### src/ufis_regs.vh
// Register offsets, field positions and reset values of the flow/IR/sleep block
`ifndef UFIS_REGS_VH
`define UFIS_REGS_VH
// ****************************************
// Register byte offsets
// ****************************************
`define UFIS_OFS_EFR    8'h00
`define UFIS_OFS_IER    8'h04
`define UFIS_OFS_MCR    8'h08
`define UFIS_OFS_LCR    8'h0C
`define UFIS_OFS_DIV    8'h10
`define UFIS_OFS_XON1   8'h14
`define UFIS_OFS_XON2   8'h18
`define UFIS_OFS_XOFF1  8'h1C
`define UFIS_OFS_XOFF2  8'h20
`define UFIS_OFS_ISR    8'h24
`define UFIS_OFS_MSR    8'h28
`define UFIS_OFS_THR    8'h2C
`define UFIS_OFS_TRIG   8'h30
// ****************************************
// Field positions
// ****************************************
`define UFIS_EFR_SWRX   1
`define UFIS_EFR_DBL    0
`define UFIS_EFR_AXOFF  3
`define UFIS_EFR_ENH    4
`define UFIS_EFR_SPEC   5
`define UFIS_EFR_ARTS   6
`define UFIS_EFR_ACTS   7
`define UFIS_IER_SLEEP  4
`define UFIS_IER_XOFF   5
`define UFIS_IER_CTS    7
`define UFIS_MCR_RTS    1
`define UFIS_MCR_IRINV  2
`define UFIS_MCR_IR     6
`define UFIS_LCR_STOP   2
`define UFIS_LCR_PAR    3
`define UFIS_ISR_WAKE   0
`define UFIS_ISR_XOFF   4
`define UFIS_ISR_CTS    5
// ****************************************
// Reset values and timing counts
// ****************************************
`define UFIS_RST_BYTE   8'h00
`define UFIS_RST_DIV    16'h0000
`define UFIS_IR_PULSE   4'h3
`define UFIS_BIT_TICKS  4'hF
`define UFIS_FIFO_FULL  5'h10
`endif

### src/ufis_ctrl.v
// Flow control, infrared coding and sleep logic of a 16-byte FIFO UART
`timescale 1ns/1ns
`include "ufis_regs.vh"
// Operation
// - Auto RTS raises receive interrupt when FIFO fill reaches trigger level
// - Auto RTS drives RTS pin high at next trigger level above programmed
// - RTS returns low once FIFO drained to next level below programmed
// - Receiver keeps storing characters while RTS is high, until FIFO full
// - Auto CTS flow control active only while feature bit 7 set
// - CTS interrupt enable writable after feature bit 4; CTS high sets status bit 5
// - CTS high halts transmitter after current stop bit; resumes when low
// - Match one or two received characters against Xoff; halt transmit after character
// - Xoff match sets Xoff flag and interrupt when enable bit 5 set
// - After Xoff, matching Xon resumes transmit and clears status bit 4
// - Reset clears all four Xon/Xoff character registers
// - Consumed Xon/Xoff characters never enter the receive FIFO
// - Auto Xoff sent two character times after FIFO crosses trigger level
// - Xon sent when fill drops to one level under the trigger
// - Special character mode stores Xoff2 matches and sets status bit 4
// - Comparisons use only configured word length, bit 0 first received
// - Infrared encoder sends 3/16-bit high pulse for each zero bit
// - Infrared transmit idles low, receive idle low, receive polarity invertible
// - Sleep entered only when idle, divisor nonzero, enabled, deltas clear
// - Wake on start edge, holding write or CTS change; wake flag clears on read
// - Power isolate during sleep blocks bus writes; wakes only on start edge or CTS
module ufis_ctrl #(
  parameter FIFO_DEPTH = 16
) (
  input  wire        clk_sys,           // System clock
  input  wire        resetn,            // Async reset, active low
  input  wire        psel,              // APB select
  input  wire        penable,           // APB enable
  input  wire        pwrite,            // APB direction
  input  wire [7:0]  paddr,             // APB byte address
  input  wire [31:0] pwdata,            // APB write data
  output wire        pready,            // APB ready
  output reg  [31:0] prdata,            // APB read data
  output wire        pslverr,           // APB error on unmapped address
  input  wire        baud16_tick,       // 16x baud enable pulse
  input  wire [4:0]  rx_fill,           // Receive FIFO fill count
  input  wire        rx_char_vld,       // Received character strobe
  input  wire [7:0]  rx_char,           // Received character
  output wire        rx_store,          // Write strobe into receive FIFO
  input  wire        tx_bit_start,      // Start of each transmitted bit
  input  wire        tx_serial,         // Core serial data out
  input  wire        tx_fc_ack,         // Core took one flow char
  output wire        tx_hold,           // Stop at next character boundary
  output reg         tx_fc_req,         // Flow char send request
  output reg  [7:0]  tx_fc_char,        // Flow char to send
  output reg         txd_pin,           // Serial/IR transmit pin
  input  wire        rxd_pin,           // Serial/IR receive pin
  output reg         rx_serial,         // Decoded receive data to core
  output reg         rts_n_pin,         // RTS pin, active low
  input  wire        cts_n_pin,         // CTS pin, active low
  input  wire [3:1]  msr_delta_in,      // Other modem deltas from core
  input  wire        core_int_pend,     // Other core interrupts pending
  output wire        irq,               // Interrupt output
  output wire        rx_trig_int,       // Receive trigger interrupt
  input  wire        power_isolate_pin, // Power-save strap
  output reg         sleep_q,           // Sleep state
  output wire        bus_isolate        // Bus isolation active
);
// ****************************************
// Helpers
// ****************************************
  function [4:0] trig_lvl;
    input [2:0] idx;
    begin
      case (idx)
        3'd0:    trig_lvl = 5'd0;
        3'd1:    trig_lvl = 5'd1;
        3'd2:    trig_lvl = 5'd4;
        3'd3:    trig_lvl = 5'd8;
        3'd4:    trig_lvl = 5'd14;
        default: trig_lvl = `UFIS_FIFO_FULL;
      endcase
    end
  endfunction
  reg [7:0]  efr_q, ier_q, mcr_q, lcr_q, xon1_q, xon2_q, xoff1_q, xoff2_q;
  reg [15:0] div_q;
  reg [1:0]  trig_q;
  function [7:0] wl_mask;
    input [1:0] wl;
    begin
      wl_mask = 8'hFF >> (2'd3 - wl);
    end
  endfunction
  function cmp;
    input [7:0] a;
    input [7:0] b;
    input [1:0] wl;
    begin
      cmp = ((a ^ b) & wl_mask(wl)) == 8'h00;
    end
  endfunction
// ****************************************
// APB slave, one wait state
// ****************************************
  reg        rdy_q;
  reg        cts_flag_q, xoff_flag_q, wake_q, dcts_q;
  reg        fc_halt_q;
  wire       acc    = psel & penable;
  wire       mapped = (paddr[1:0] == 2'b00) && (paddr <= `UFIS_OFS_TRIG);
  wire       wr_en  = acc & rdy_q & pwrite & mapped & ~bus_isolate;
  wire       rd_en  = acc & rdy_q & ~pwrite & mapped;
  assign pready  = rdy_q;
  assign pslverr = rdy_q & ~mapped;
  wire [7:0] isr_val = {2'b00, cts_flag_q, xoff_flag_q, 3'b000, wake_q};
  reg  [31:0] rd_mux;
  always @* begin
    rd_mux = 32'h0000_0000;
    case (paddr)
      `UFIS_OFS_EFR:   rd_mux[7:0]  = efr_q;
      `UFIS_OFS_IER:   rd_mux[7:0]  = ier_q;
      `UFIS_OFS_MCR:   rd_mux[7:0]  = mcr_q;
      `UFIS_OFS_LCR:   rd_mux[7:0]  = lcr_q;
      `UFIS_OFS_DIV:   rd_mux[15:0] = div_q;
      `UFIS_OFS_XON1:  rd_mux[7:0]  = xon1_q;
      `UFIS_OFS_XON2:  rd_mux[7:0]  = xon2_q;
      `UFIS_OFS_XOFF1: rd_mux[7:0]  = xoff1_q;
      `UFIS_OFS_XOFF2: rd_mux[7:0]  = xoff2_q;
      `UFIS_OFS_ISR:   rd_mux[7:0]  = isr_val;
      `UFIS_OFS_MSR:   rd_mux[7:0]  = {3'b000, ~cts_n_pin, msr_delta_in, dcts_q};
      `UFIS_OFS_TRIG:  rd_mux[1:0]  = trig_q;
      default:         rd_mux = 32'h0000_0000;
    endcase
  end
  always @(posedge clk_sys or negedge resetn) begin
    if (!resetn) begin
      rdy_q  <= 1'b0;
      prdata <= 32'h0000_0000;
    end else begin
      rdy_q <= acc & ~rdy_q;
      if (acc & ~rdy_q) begin
        prdata <= rd_mux;
      end
    end
  end
  wire thr_wr = wr_en & (paddr == `UFIS_OFS_THR);
  always @(posedge clk_sys or negedge resetn) begin
    if (!resetn) begin
      xon1_q  <= `UFIS_RST_BYTE;
      xon2_q  <= `UFIS_RST_BYTE;
      xoff1_q <= `UFIS_RST_BYTE;
      xoff2_q <= `UFIS_RST_BYTE;
      efr_q   <= `UFIS_RST_BYTE;
      ier_q   <= `UFIS_RST_BYTE;
      mcr_q   <= `UFIS_RST_BYTE;
      lcr_q   <= `UFIS_RST_BYTE;
      div_q   <= `UFIS_RST_DIV;
      trig_q  <= 2'b00;
    end else if (wr_en) begin
      case (paddr)
        `UFIS_OFS_EFR:   efr_q <= pwdata[7:0];
        // upper enables only with enhanced bit
        `UFIS_OFS_IER:   ier_q <= efr_q[`UFIS_EFR_ENH] ? pwdata[7:0]
                                                       : {ier_q[7:4], pwdata[3:0]};
        `UFIS_OFS_MCR:   mcr_q <= pwdata[7:0];
        `UFIS_OFS_LCR:   lcr_q <= pwdata[7:0];
        `UFIS_OFS_DIV:   div_q <= pwdata[15:0];
        `UFIS_OFS_XON1:  xon1_q <= pwdata[7:0];
        `UFIS_OFS_XON2:  xon2_q <= pwdata[7:0];
        `UFIS_OFS_XOFF1: xoff1_q <= pwdata[7:0];
        `UFIS_OFS_XOFF2: xoff2_q <= pwdata[7:0];
        `UFIS_OFS_TRIG:  trig_q <= pwdata[1:0];
        default: ;
      endcase
    end
  end
// ****************************************
// Hardware flow control
// ****************************************
  wire [2:0] tidx  = {1'b0, trig_q} + 3'd1;
  wire [4:0] t_now = trig_lvl(tidx);
  wire [4:0] t_up  = trig_lvl(tidx + 3'd1);
  wire [4:0] t_dn  = trig_lvl(tidx - 3'd1);
  wire       arts  = efr_q[`UFIS_EFR_ARTS];
  reg        rts_off_q;
  assign rx_trig_int = arts & (rx_fill >= t_now);
  always @(posedge clk_sys or negedge resetn) begin
    if (!resetn) begin
      rts_off_q <= 1'b0;
      rts_n_pin <= 1'b1;
    end else begin
      if (rx_fill >= t_up) begin
        rts_off_q <= 1'b1;
      end else if (rx_fill <= t_dn) begin
        rts_off_q <= 1'b0;
      end
      // started by modem control RTS bit
      rts_n_pin <= ~(mcr_q[`UFIS_MCR_RTS] & ~(arts & rts_off_q));
    end
  end
  reg cts_n_d1;
  wire cts_chg  = cts_n_d1 ^ cts_n_pin;
  wire msr_read = rd_en & (paddr == `UFIS_OFS_MSR);
  wire isr_read = rd_en & (paddr == `UFIS_OFS_ISR);
  always @(posedge clk_sys or negedge resetn) begin
    if (!resetn) begin
      cts_n_d1   <= 1'b0;
      cts_flag_q <= 1'b0;
      dcts_q     <= 1'b0;
    end else begin
      cts_n_d1 <= cts_n_pin;
      // CTS high sets status; set beats clear
      if (cts_chg & cts_n_pin) begin
        cts_flag_q <= 1'b1;
      end else if (isr_read) begin
        cts_flag_q <= 1'b0;
      end
      if (cts_chg) begin
        dcts_q <= 1'b1;
      end else if (msr_read) begin
        dcts_q <= 1'b0;
      end
    end
  end
  assign tx_hold = (efr_q[`UFIS_EFR_ACTS] & cts_n_pin) | fc_halt_q;
// ****************************************
// Software flow control
// ****************************************
  wire [1:0] wl   = lcr_q[1:0];
  wire       swrx = efr_q[`UFIS_EFR_SWRX];
  wire       dbl  = efr_q[`UFIS_EFR_DBL];
  reg        xoff1_seen_q, xon1_seen_q;
  wire m_xoff1 = cmp(rx_char, xoff1_q, wl);
  wire m_xoff2 = cmp(rx_char, xoff2_q, wl);
  wire m_xon1  = cmp(rx_char, xon1_q, wl);
  wire m_xon2  = cmp(rx_char, xon2_q, wl);
  wire xoff_hit = rx_char_vld & swrx & (dbl ? (xoff1_seen_q & m_xoff2) : m_xoff1);
  wire xon_hit  = rx_char_vld & swrx & fc_halt_q
                & (dbl ? (xon1_seen_q & m_xon2) : m_xon1);
  wire part_hit = rx_char_vld & swrx & dbl & (m_xoff1 | (fc_halt_q & m_xon1));
  wire spec_hit = rx_char_vld & efr_q[`UFIS_EFR_SPEC] & m_xoff2 & ~xoff_hit;
  // drop consumed characters, store until full
  assign rx_store = rx_char_vld & ~xoff_hit & ~xon_hit & ~part_hit
                  & (rx_fill < FIFO_DEPTH[4:0]);
  always @(posedge clk_sys or negedge resetn) begin
    if (!resetn) begin
      xoff1_seen_q <= 1'b0;
      xon1_seen_q  <= 1'b0;
      fc_halt_q    <= 1'b0;
      xoff_flag_q  <= 1'b0;
    end else begin
      if (rx_char_vld) begin
        xoff1_seen_q <= m_xoff1 & ~xoff_hit;
        xon1_seen_q  <= m_xon1 & ~xon_hit;
      end
      if (xoff_hit) begin
        fc_halt_q <= 1'b1;
      end else if (xon_hit) begin
        fc_halt_q <= 1'b0;
      end
      // Xoff flag; set wins over clears
      if (xoff_hit | spec_hit) begin
        xoff_flag_q <= 1'b1;
      end else if (xon_hit | isr_read) begin
        xoff_flag_q <= 1'b0;
      end
    end
  end
  // delay of two characters in 16x ticks
  wire [3:0] bits  = 4'd7 + {2'b00, wl} + {3'b000, lcr_q[`UFIS_LCR_PAR]}
                   + {3'b000, lcr_q[`UFIS_LCR_STOP]};
  wire [9:0] limit = {1'b0, bits, 5'b00000};
  reg  [9:0] dly_q;
  reg        xoff_sent_q, fc_second_q, fc_xon_q;
  wire       axoff = efr_q[`UFIS_EFR_AXOFF];
  wire       over  = rx_fill >= t_now;
  always @(posedge clk_sys or negedge resetn) begin
    if (!resetn) begin
      dly_q       <= 10'h000;
      xoff_sent_q <= 1'b0;
      tx_fc_req   <= 1'b0;
      tx_fc_char  <= 8'h00;
      fc_second_q <= 1'b0;
      fc_xon_q    <= 1'b0;
    end else begin
      if (!axoff | !over | xoff_sent_q) begin
        dly_q <= 10'h000;
      end else if (baud16_tick && dly_q != limit) begin
        dly_q <= dly_q + 10'h001;
      end
      if (tx_fc_req) begin
        if (tx_fc_ack) begin
          fc_second_q <= dbl & ~fc_second_q;
          tx_fc_req   <= dbl & ~fc_second_q;
          tx_fc_char  <= fc_xon_q ? xon2_q : xoff2_q;
        end
      end else if (axoff & ~xoff_sent_q & (dly_q == limit)) begin
        tx_fc_req   <= 1'b1;
        tx_fc_char  <= xoff1_q;
        fc_xon_q    <= 1'b0;
        xoff_sent_q <= 1'b1;
      end else if (xoff_sent_q & (rx_fill <= t_dn)) begin
        tx_fc_req   <= 1'b1;
        tx_fc_char  <= xon1_q;
        fc_xon_q    <= 1'b1;
        xoff_sent_q <= 1'b0;
      end
    end
  end
// ****************************************
// Infrared encoder and decoder
// ****************************************
  reg [3:0] ir_tx_cnt_q, ir_rx_cnt_q;
  reg       ir_pulse_q, ir_rx_d1, ir_rx_zero_q;
  wire      irmode = mcr_q[`UFIS_MCR_IR];
  wire      ir_in = rxd_pin ^ mcr_q[`UFIS_MCR_IRINV];
  always @(posedge clk_sys or negedge resetn) begin
    if (!resetn) begin
      ir_tx_cnt_q  <= 4'h0;
      ir_pulse_q   <= 1'b0;
      ir_rx_cnt_q  <= 4'h0;
      // Held high so ir_in & ~ir_rx_d1 cannot flag a false pulse after reset
      ir_rx_d1     <= 1'b1;
      ir_rx_zero_q <= 1'b0;
    end else begin
      if (tx_bit_start) begin
        ir_pulse_q  <= ~tx_serial;
        ir_tx_cnt_q <= 4'h0;
      end else if (baud16_tick && ir_pulse_q) begin
        ir_tx_cnt_q <= ir_tx_cnt_q + 4'h1;
        if (ir_tx_cnt_q == `UFIS_IR_PULSE - 4'h1) begin
          ir_pulse_q <= 1'b0;
        end
      end
      ir_rx_d1 <= ir_in;
      // Pulse stretched to a full zero bit
      if (ir_in & ~ir_rx_d1) begin
        ir_rx_zero_q <= 1'b1;
        ir_rx_cnt_q  <= 4'h0;
      end else if (baud16_tick && ir_rx_zero_q) begin
        ir_rx_cnt_q <= ir_rx_cnt_q + 4'h1;
        if (ir_rx_cnt_q == `UFIS_BIT_TICKS) begin
          ir_rx_zero_q <= 1'b0;
        end
      end
    end
  end
  always @(posedge clk_sys or negedge resetn) begin
    if (!resetn) begin
      txd_pin   <= 1'b1;
      rx_serial <= 1'b1;
    end else begin
      txd_pin   <= irmode ? ir_pulse_q : tx_serial;
      rx_serial <= irmode ? ~ir_rx_zero_q : rxd_pin;
    end
  end
// ****************************************
// Sleep and power isolation
// ****************************************
  reg  rx_d1;
  wire rx_fall   = rx_d1 & ~rxd_pin;
  wire own_pend  = (cts_flag_q & ier_q[`UFIS_IER_CTS])
                 | (xoff_flag_q & ier_q[`UFIS_IER_XOFF]) | rx_trig_int;
  assign irq = own_pend | wake_q;
  wire can_sleep = ier_q[`UFIS_IER_SLEEP] & ~own_pend & ~wake_q & ~core_int_pend
                 & (div_q != 16'h0000) & ~dcts_q & (msr_delta_in == 3'b000)
                 & rxd_pin;
  assign bus_isolate = sleep_q & power_isolate_pin;
  wire wake_ev = rx_fall | cts_chg | (thr_wr & ~bus_isolate);
  always @(posedge clk_sys or negedge resetn) begin
    if (!resetn) begin
      rx_d1   <= 1'b1;
      sleep_q <= 1'b0;
      wake_q  <= 1'b0;
    end else begin
      rx_d1 <= rxd_pin;
      if (sleep_q) begin
        if (wake_ev | ~ier_q[`UFIS_IER_SLEEP]) begin
          sleep_q <= 1'b0;
          wake_q  <= wake_ev;
        end
      end else if (can_sleep & ~wake_ev) begin
        sleep_q <= 1'b1;
      end
      if (isr_read & ~(sleep_q & wake_ev)) begin
        wake_q <= 1'b0;
      end
    end
  end
endmodule // ufis_ctrl

### config.mk
export PLATFORM = sky130hd
export DESIGN_NAME = ufis_ctrl
export DESIGN_NICKNAME = d
export VERILOG_FILES = /design/src/ufis_ctrl.v
export VERILOG_INCLUDE_DIRS = /design/src /design/src/src
export SDC_FILE = /design/constraint.sdc
export NUM_CORES = 1
export LEC_CHECK = 0
export ABC_AREA = 0
export BUFFER_PORTS_ARGS = -buffer_cell sky130_fd_sc_hd__clkbuf_2
export CAP_MARGIN = 20
export CORE_MARGIN = 5
export CORE_UTILIZATION = 56
export CTS_BUF_LIST = sky130_fd_sc_hd__clkbuf_4
export DETAILED_ROUTE_END_ITERATION = 8
export GPL_TIMING_DRIVEN = 0
export PLACE_DENSITY_LB_ADDON = 0.25
export SLEW_MARGIN = 20
export SYNTH_ARGS = -nofsm -noshare
export SYNTH_HDL_FRONTEND = slang
export SYNTH_SLANG_ARGS = --single-unit
### constraint.sdc
create_clock -name clk_sys -period 3.75 [get_ports clk_sys]
set_input_delay 0.1875 -clock clk_sys [delete_from_list [all_inputs] [get_ports clk_sys]]
set_output_delay 0.1875 -clock clk_sys [all_outputs]
set_load 0.02 [all_outputs]
-- After elaboration in Yosys (flattened, before gate mapping)
Index checks and enable logic that the tools add are counted.
- flip-flop bits (word level): 146
- input port bits: 70
- output and inout bits: 52
- word-level logic and storage cells: 283
- add/sub/neg operators: 10
- $lt $le $gt $ge: 5
- eq/ne operators: 29
- shifts and indexed selects: 1
- mux-type cells: 51
- bitwise gates (word level): 101
- reductions and logical operators: 48
- operators by type and width (operator ; number):
    one-hot mux 5 bit (5 select lines) ; 3
    one-hot mux 6 bit (11 select lines) ; 1
    AND 1 bit ; 55
    two-way mux 8 bit ; 6
    == test 8 x 6 -> 1 bit, second input constant ; 5
    logical NOT 8 bit ; 5
    two-way mux 1 bit ; 34
    AND 8 bit ; 4
    == test 8 x 5 -> 1 bit, second input constant ; 4
    AND reduction 2 bit ; 16
    XOR 8 bit ; 4
    nonzero test 2 bit ; 13
    NOT 1 bit ; 24
    one-hot mux 2 bit (12 select lines) ; 1
    two-way mux 10 bit ; 2
    == test 3 x 2 -> 1 bit, second input constant ; 6
    == test 8 x 4 -> 1 bit, second input constant ; 2
    two-way mux 4 bit ; 4
    nonzero test 16 bit ; 1
    logical NOT 3 bit ; 4
    bitwise OR 1 bit ; 12
    adder 10 x 1 -> 10 bit, second input constant ; 1
    == test 10 x 9 -> 1 bit ; 1
    greater-or-equal comparator 5 bit ; 2
    other kinds (24) ; 35

-- Depth between registers and ports, before layout
- word-level depth: 17
- mapped depth: 12
- gate-level depth less buffers: 12

-- Worst setup path before layout
OpenSTA, ideal clock, no wires.
- path kind: reg2reg
- from: register lcr_q[0]
- to: register tx_fc_char[0]
- setup time: 0.125 ns
- arrival time: 2.592 ns
- path slack: 1.034 ns
- stages on the path, launching flop included: 12
- path buffers: 0
- cell sequence: dfrtp_1 > inv_1 > ha_1 > inv_1 > ha_1 > fa_1 > xor2_1 > nor4_4 > nand4_4 > o21ai_1 > mux2_4 > mux2_2
- cells in the longest elaborated chain, start to end: 7
- elaborated cells on any way between the ends: 9
- classes of those cells: add/sub (3); eq/ne (1); mux (2); bitwise (1); reduce/logical (2)
- RTL lines (element ; RTL line ; source):
    start: declaration ; ufis_ctrl.v:79 ; reg [7:0] efr_q, ier_q, mcr_q, lcr_q, xon1_q, xon2_q, xoff1_q, xoff2_q;
    start signal: assignment ; ufis_ctrl.v:149 ; lcr_q <= `UFIS_RST_BYTE;
    start signal: assignment ; ufis_ctrl.v:159 ; `UFIS_OFS_LCR: lcr_q <= pwdata[7:0];
    adder 3 x 2 -> 4 bit * ; ufis_ctrl.v:263 ; wire [3:0] bits = 4'd7 + {2'b00, wl} + {3'b000, lcr_q[`UFIS_LCR_PAR]}
    adder 4 x 1 -> 4 bit * (2 in a row) ; ufis_ctrl.v:263 ;
    == test 10 x 9 -> 1 bit * ; ufis_ctrl.v:290 ; end else if (axoff & ~xoff_sent_q & (dly_q == limit)) begin
    AND 1 bit * ; ufis_ctrl.v:290 ;
    nonzero test 3 bit (no source line) or two-way mux 8 bit (tied branches) ; -- ;
    AND reduction 2 bit (no source line) or two-way mux 8 bit (tied branches) ; -- ;
    end signal: assignment ; ufis_ctrl.v:288 ; tx_fc_char <= fc_xon_q ? xon2_q : xoff2_q;
    end signal: assignment ; ufis_ctrl.v:292 ; tx_fc_char <= xoff1_q;
    end signal: assignment ; ufis_ctrl.v:297 ; tx_fc_char <= xon1_q;
    end: declaration ; ufis_ctrl.v:49 ; output reg [7:0] tx_fc_char,
Every way passes the cells marked *; elsewhere a longest branch is shown, timed or not.
A chain may end at the register's enable or synchronous reset.

-- Worst setup path in the final report
- from: register trig_q[0]
- to: output irq
- cells in the longest elaborated chain, start to end: 7
- elaborated cells on any way between the ends: 11
- classes of those cells: add/sub (1); order compare (1); eq/ne (4); mux (1); bitwise (3); reduce/logical (1)
- RTL lines (element ; RTL line ; source):
    start: declaration ; ufis_ctrl.v:81 ; reg [1:0] trig_q;
    start signal: assignment ; ufis_ctrl.v:165 ; `UFIS_OFS_TRIG: trig_q <= pwdata[1:0];
    adder 2 x 1 -> 3 bit * ; ufis_ctrl.v:173 ; wire [2:0] tidx = {1'b0, trig_q} + 3'd1;
    == test 3 bit (tied with other cells) ; ufis_ctrl.v:69 ; case (idx)
    one-hot mux 5 bit (5 select lines) * ; ufis_ctrl.v:69 ;
    greater-or-equal comparator 5 bit * ; ufis_ctrl.v:179 ; assign rx_trig_int = arts & (rx_fill >= t_now);
    AND 1 bit * ; ufis_ctrl.v:179 ;
    bitwise OR 1 bit * ; ufis_ctrl.v:355 ; wire own_pend = (cts_flag_q & ier_q[`UFIS_IER_CTS])
    bitwise OR 1 bit * ; ufis_ctrl.v:357 ; assign irq = own_pend | wake_q;
    end: declaration ; ufis_ctrl.v:57 ; output wire irq,
Marks and branches as above.

==> reports/metrics.yaml <==
status: "complete, no violations"
n_fill_cell: 1187
diodes: 0
slowest_delay_ns: 0.51
grt_pass1_vias: 6433
fin_util_pct: 65.0
worst_pin_slew_ns: 1.04
cts-root-buf: "clkbuf_4"
wl_per_cell_um: 20.8
insertion_delay_ns: 0.58
cts_resized: 0
dp_hpwl_um: 16700
grtUsageTotal_pct: 26.0
critPathArrivalTime_ns: 3.12
grt_pass1_wl_um: 35800
min-delay-start: "pwdata[3]"
hold_buffers: 19
ios: 122
synth_area_per_cell_um2: 11.2
hp-class: "primary input to register"
first_pass_iters: 5
total_power_mw: 3.13
place_area_um2: 8980
antenna_left: 0
ys.flop_type: "dfrtp_1"
design_area_um2: 9410
synth-async-reset-ratio_pct: 100
skew_ns: 0.0257
synthToLayoutAreaGrowth_pct: 14.5
worst_setup_path_end_kind: "output port"
crit_path_frequent_cell: "ha_1"
synth_cells: 733
ys_seq_elements: 146
ys_warn_count: 0
rsz0062_at_grt: "no"
dieArea_um2: 17200
pwr_density_cell_nw_per_um2: 332
htreeDepth: 4
seq_area_frac_synth_pct: 44.5
hold-worst-slack_ns: 0.0344
die_x_um: 131
cp-startpoint: "trig_q[0]"
crit_family: "adder cells"
vias: 6396
crit_type: "register to output port"
gr-total-overflow: 0
timing.final.crit_share_pct: 88.2
cp_slowest_cell: "dfrtp_1"
ys_types: 72
finalNetCount: 977
viasPerCell: 5.97
numCtsBuffers: 17
die_y_um: 131
required_ns: 3.56
critPathMaxFanout: 7
numPortBuffers: 86
gp_congestion: 0.946
synth-edff-count: 0
reg.largest.list: "div_q x16, prdata x16, dly_q x10"
p_leak_nw: 4.56
cts_num_sinks: 146
drt-total-wl_um: 22200
drc_errors: 0
start_kind: "register"
postCtsSetupBuffers: 0
clockBufferDepth: 2
drt-initial-drc-count: 441
drive_gt1_share_pct: 30.7
rows: 44
crit_chain: "inv_1, ha_1, inv_1, ha_1, nand2_1, ha_1, and3_1, a21oi_1, o21ai_0, nand2b_1, clkbuf_2"
clk_pin_slew_ns: 0.12
antenna_found_initial: 0
r2r-start: "lcr_q[0]"
grt_max_degree: 96
crit_buf_inv: 3
start_util_pct: 56.8
cts_tree: "built"
min_period_ns: 3.31
maxCapViolations: 0
synth_area_um2: 8220
fmax_mhz: 302
fin_tns_setup_ns: 0
core-area_um2: 14500
setup_viol: 0
hold_violations: 0
ir_drop_v: 0.000259
slew_headroom_pct: 30.3
drv_slew: 0
[final cells by class]
cell class / count / area [µm²] / share of cell area (%)
multi-input cells: 537 / 4270 / 45.3
flip-flops and latches: 146 / 3660 / 38.9
repair buffers: 106 / 657 / 6.98
plain buffers: 43 / 274 / 2.91
well taps: 184 / 230 / 2.45
clock buffers: 19 / 143 / 1.52
clock inverters: 13 / 95.1 / 1.01
inverters: 23 / 86.3 / 0.917
[layer usage]
| layer | routed length (µm) | track usage, % |
|---|---|---|
| met3 | 1530 | 6.23 |
| met2 | 10400 | 40.7 |
| met1 | 9650 | 35.2 |
| met4 | 651 | 9.82 |
| met5 | 0 | 0 |
[metrics by stage]
stage,setup WS [ns],instances
detailed placement,0.612,1020
finish,0.443,1071
global route,0.253,1071
global placement,0.145,1019
floorplan,1.03,749
CTS,0.423,1071
[cell usage after synthesis, types with 5 or more instances]
| cell | n | area share (%) |
|---|---|---|
| a211oi_1 | 6 | 0.55 |
| a21o_1 | 7 | 0.64 |
| a21oi_1 | 18 | 1.1 |
| a221oi_1 | 9 | 0.96 |
| a22o_1 | 11 | 1.2 |
| a22oi_1 | 12 | 1.1 |
| a31oi_1 | 5 | 0.38 |
| and3_1 | 7 | 0.53 |
| buf_4 | 18 | 1.6 |
| clkbuf_1 | 16 | 0.73 |
| dfrtp_1 | 141 | 43 |
| dfstp_2 | 5 | 1.6 |
| ha_1 | 32 | 4.9 |
| inv_1 | 23 | 1.1 |
| mux2_2 | 93 | 13 |
| mux2i_1 | 19 | 2.3 |
| mux4_2 | 7 | 1.9 |
| nand2_1 | 38 | 1.7 |
| nand2b_1 | 6 | 0.46 |
| nand3_1 | 17 | 1.0 |
| nand4_1 | 10 | 0.76 |
| nor2_1 | 51 | 2.3 |
| nor2_2 | 5 | 0.38 |
| nor2b_1 | 5 | 0.38 |
| nor3_1 | 16 | 0.97 |
| nor4_1 | 8 | 0.61 |
| o21ai_0 | 21 | 1.3 |
| o22ai_1 | 6 | 0.46 |
| xnor2_1 | 7 | 0.75 |
| xor2_1 | 44 | 4.7 |
[worst register-to-register path, cell delays in order, from the launching register on]
cell,delay [ns]
dfrtp_1,0.50
inv_1,0.09
ha_1,0.28
inv_1,0.04
ha_1,0.19
fa_1,0.46
xor2_1,0.20
nor4_4,0.23
nand4_4,0.24
o21ai_1,0.21
mux2_4,0.26
mux2_2,0.35
[path summary, 6_finish.rpt]
check / endpoint / slack, ns / depth (start not counted)
setup reg to reg: tx_fc_char[6] / 0.61 / 11
min in group asynchronous: cts_n_d1 / 0.11 / 2
max in group asynchronous: txd_pin / 2.81 / 3
hold reg to reg: rts_n_pin / 0.44 / 1
setup / recovery: irq / 0.44 / 11
hold / removal: lcr_q[3] / 0.03 / 3
[kinds of logic (layout without fill, tap and decap cells)]
group	Yosys count	in the layout	share of synthesized area, %
simple gates	200	200	13.6
flops	146	146	44.5
mux	120	120	17.2
compound gates	114	114	9.63
buf+inv	66	204	4.38
xor+xnor	51	51	5.43
fa+ha+maj	34	34	5.24
other cells	2	18	0.0913
[placed cells by master, fill, tap and decap left out, drive strengths merged, types with 22 or more instances in the layout]
| cell | Yosys | layout |
|---|---|---|
| ha | 32 | 32 |
| mux2 | 94 | 94 |
| inv | 23 | 23 |
| buf | 27 | 28 |
| clkbuf | 16 | 121 |
| xor2 | 44 | 44 |
| dfrtp | 141 | 141 |
| o21ai | 22 | 22 |
| nor2 | 59 | 59 |
| nand2 | 41 | 41 |
[report_power, final]
group | total (mW) | leakage, nW | internal (mW) | switching [mW]
registers | 1.67 | 1.97 | 1.63 | 0.0377
clock network | 0.891 | 0.126 | 0.328 | 0.563
logic | 0.565 | 2.47 | 0.224 | 0.342
total | 3.13 | 4.56 | 2.18 | 0.942
(Power assumes the default switching activity.)
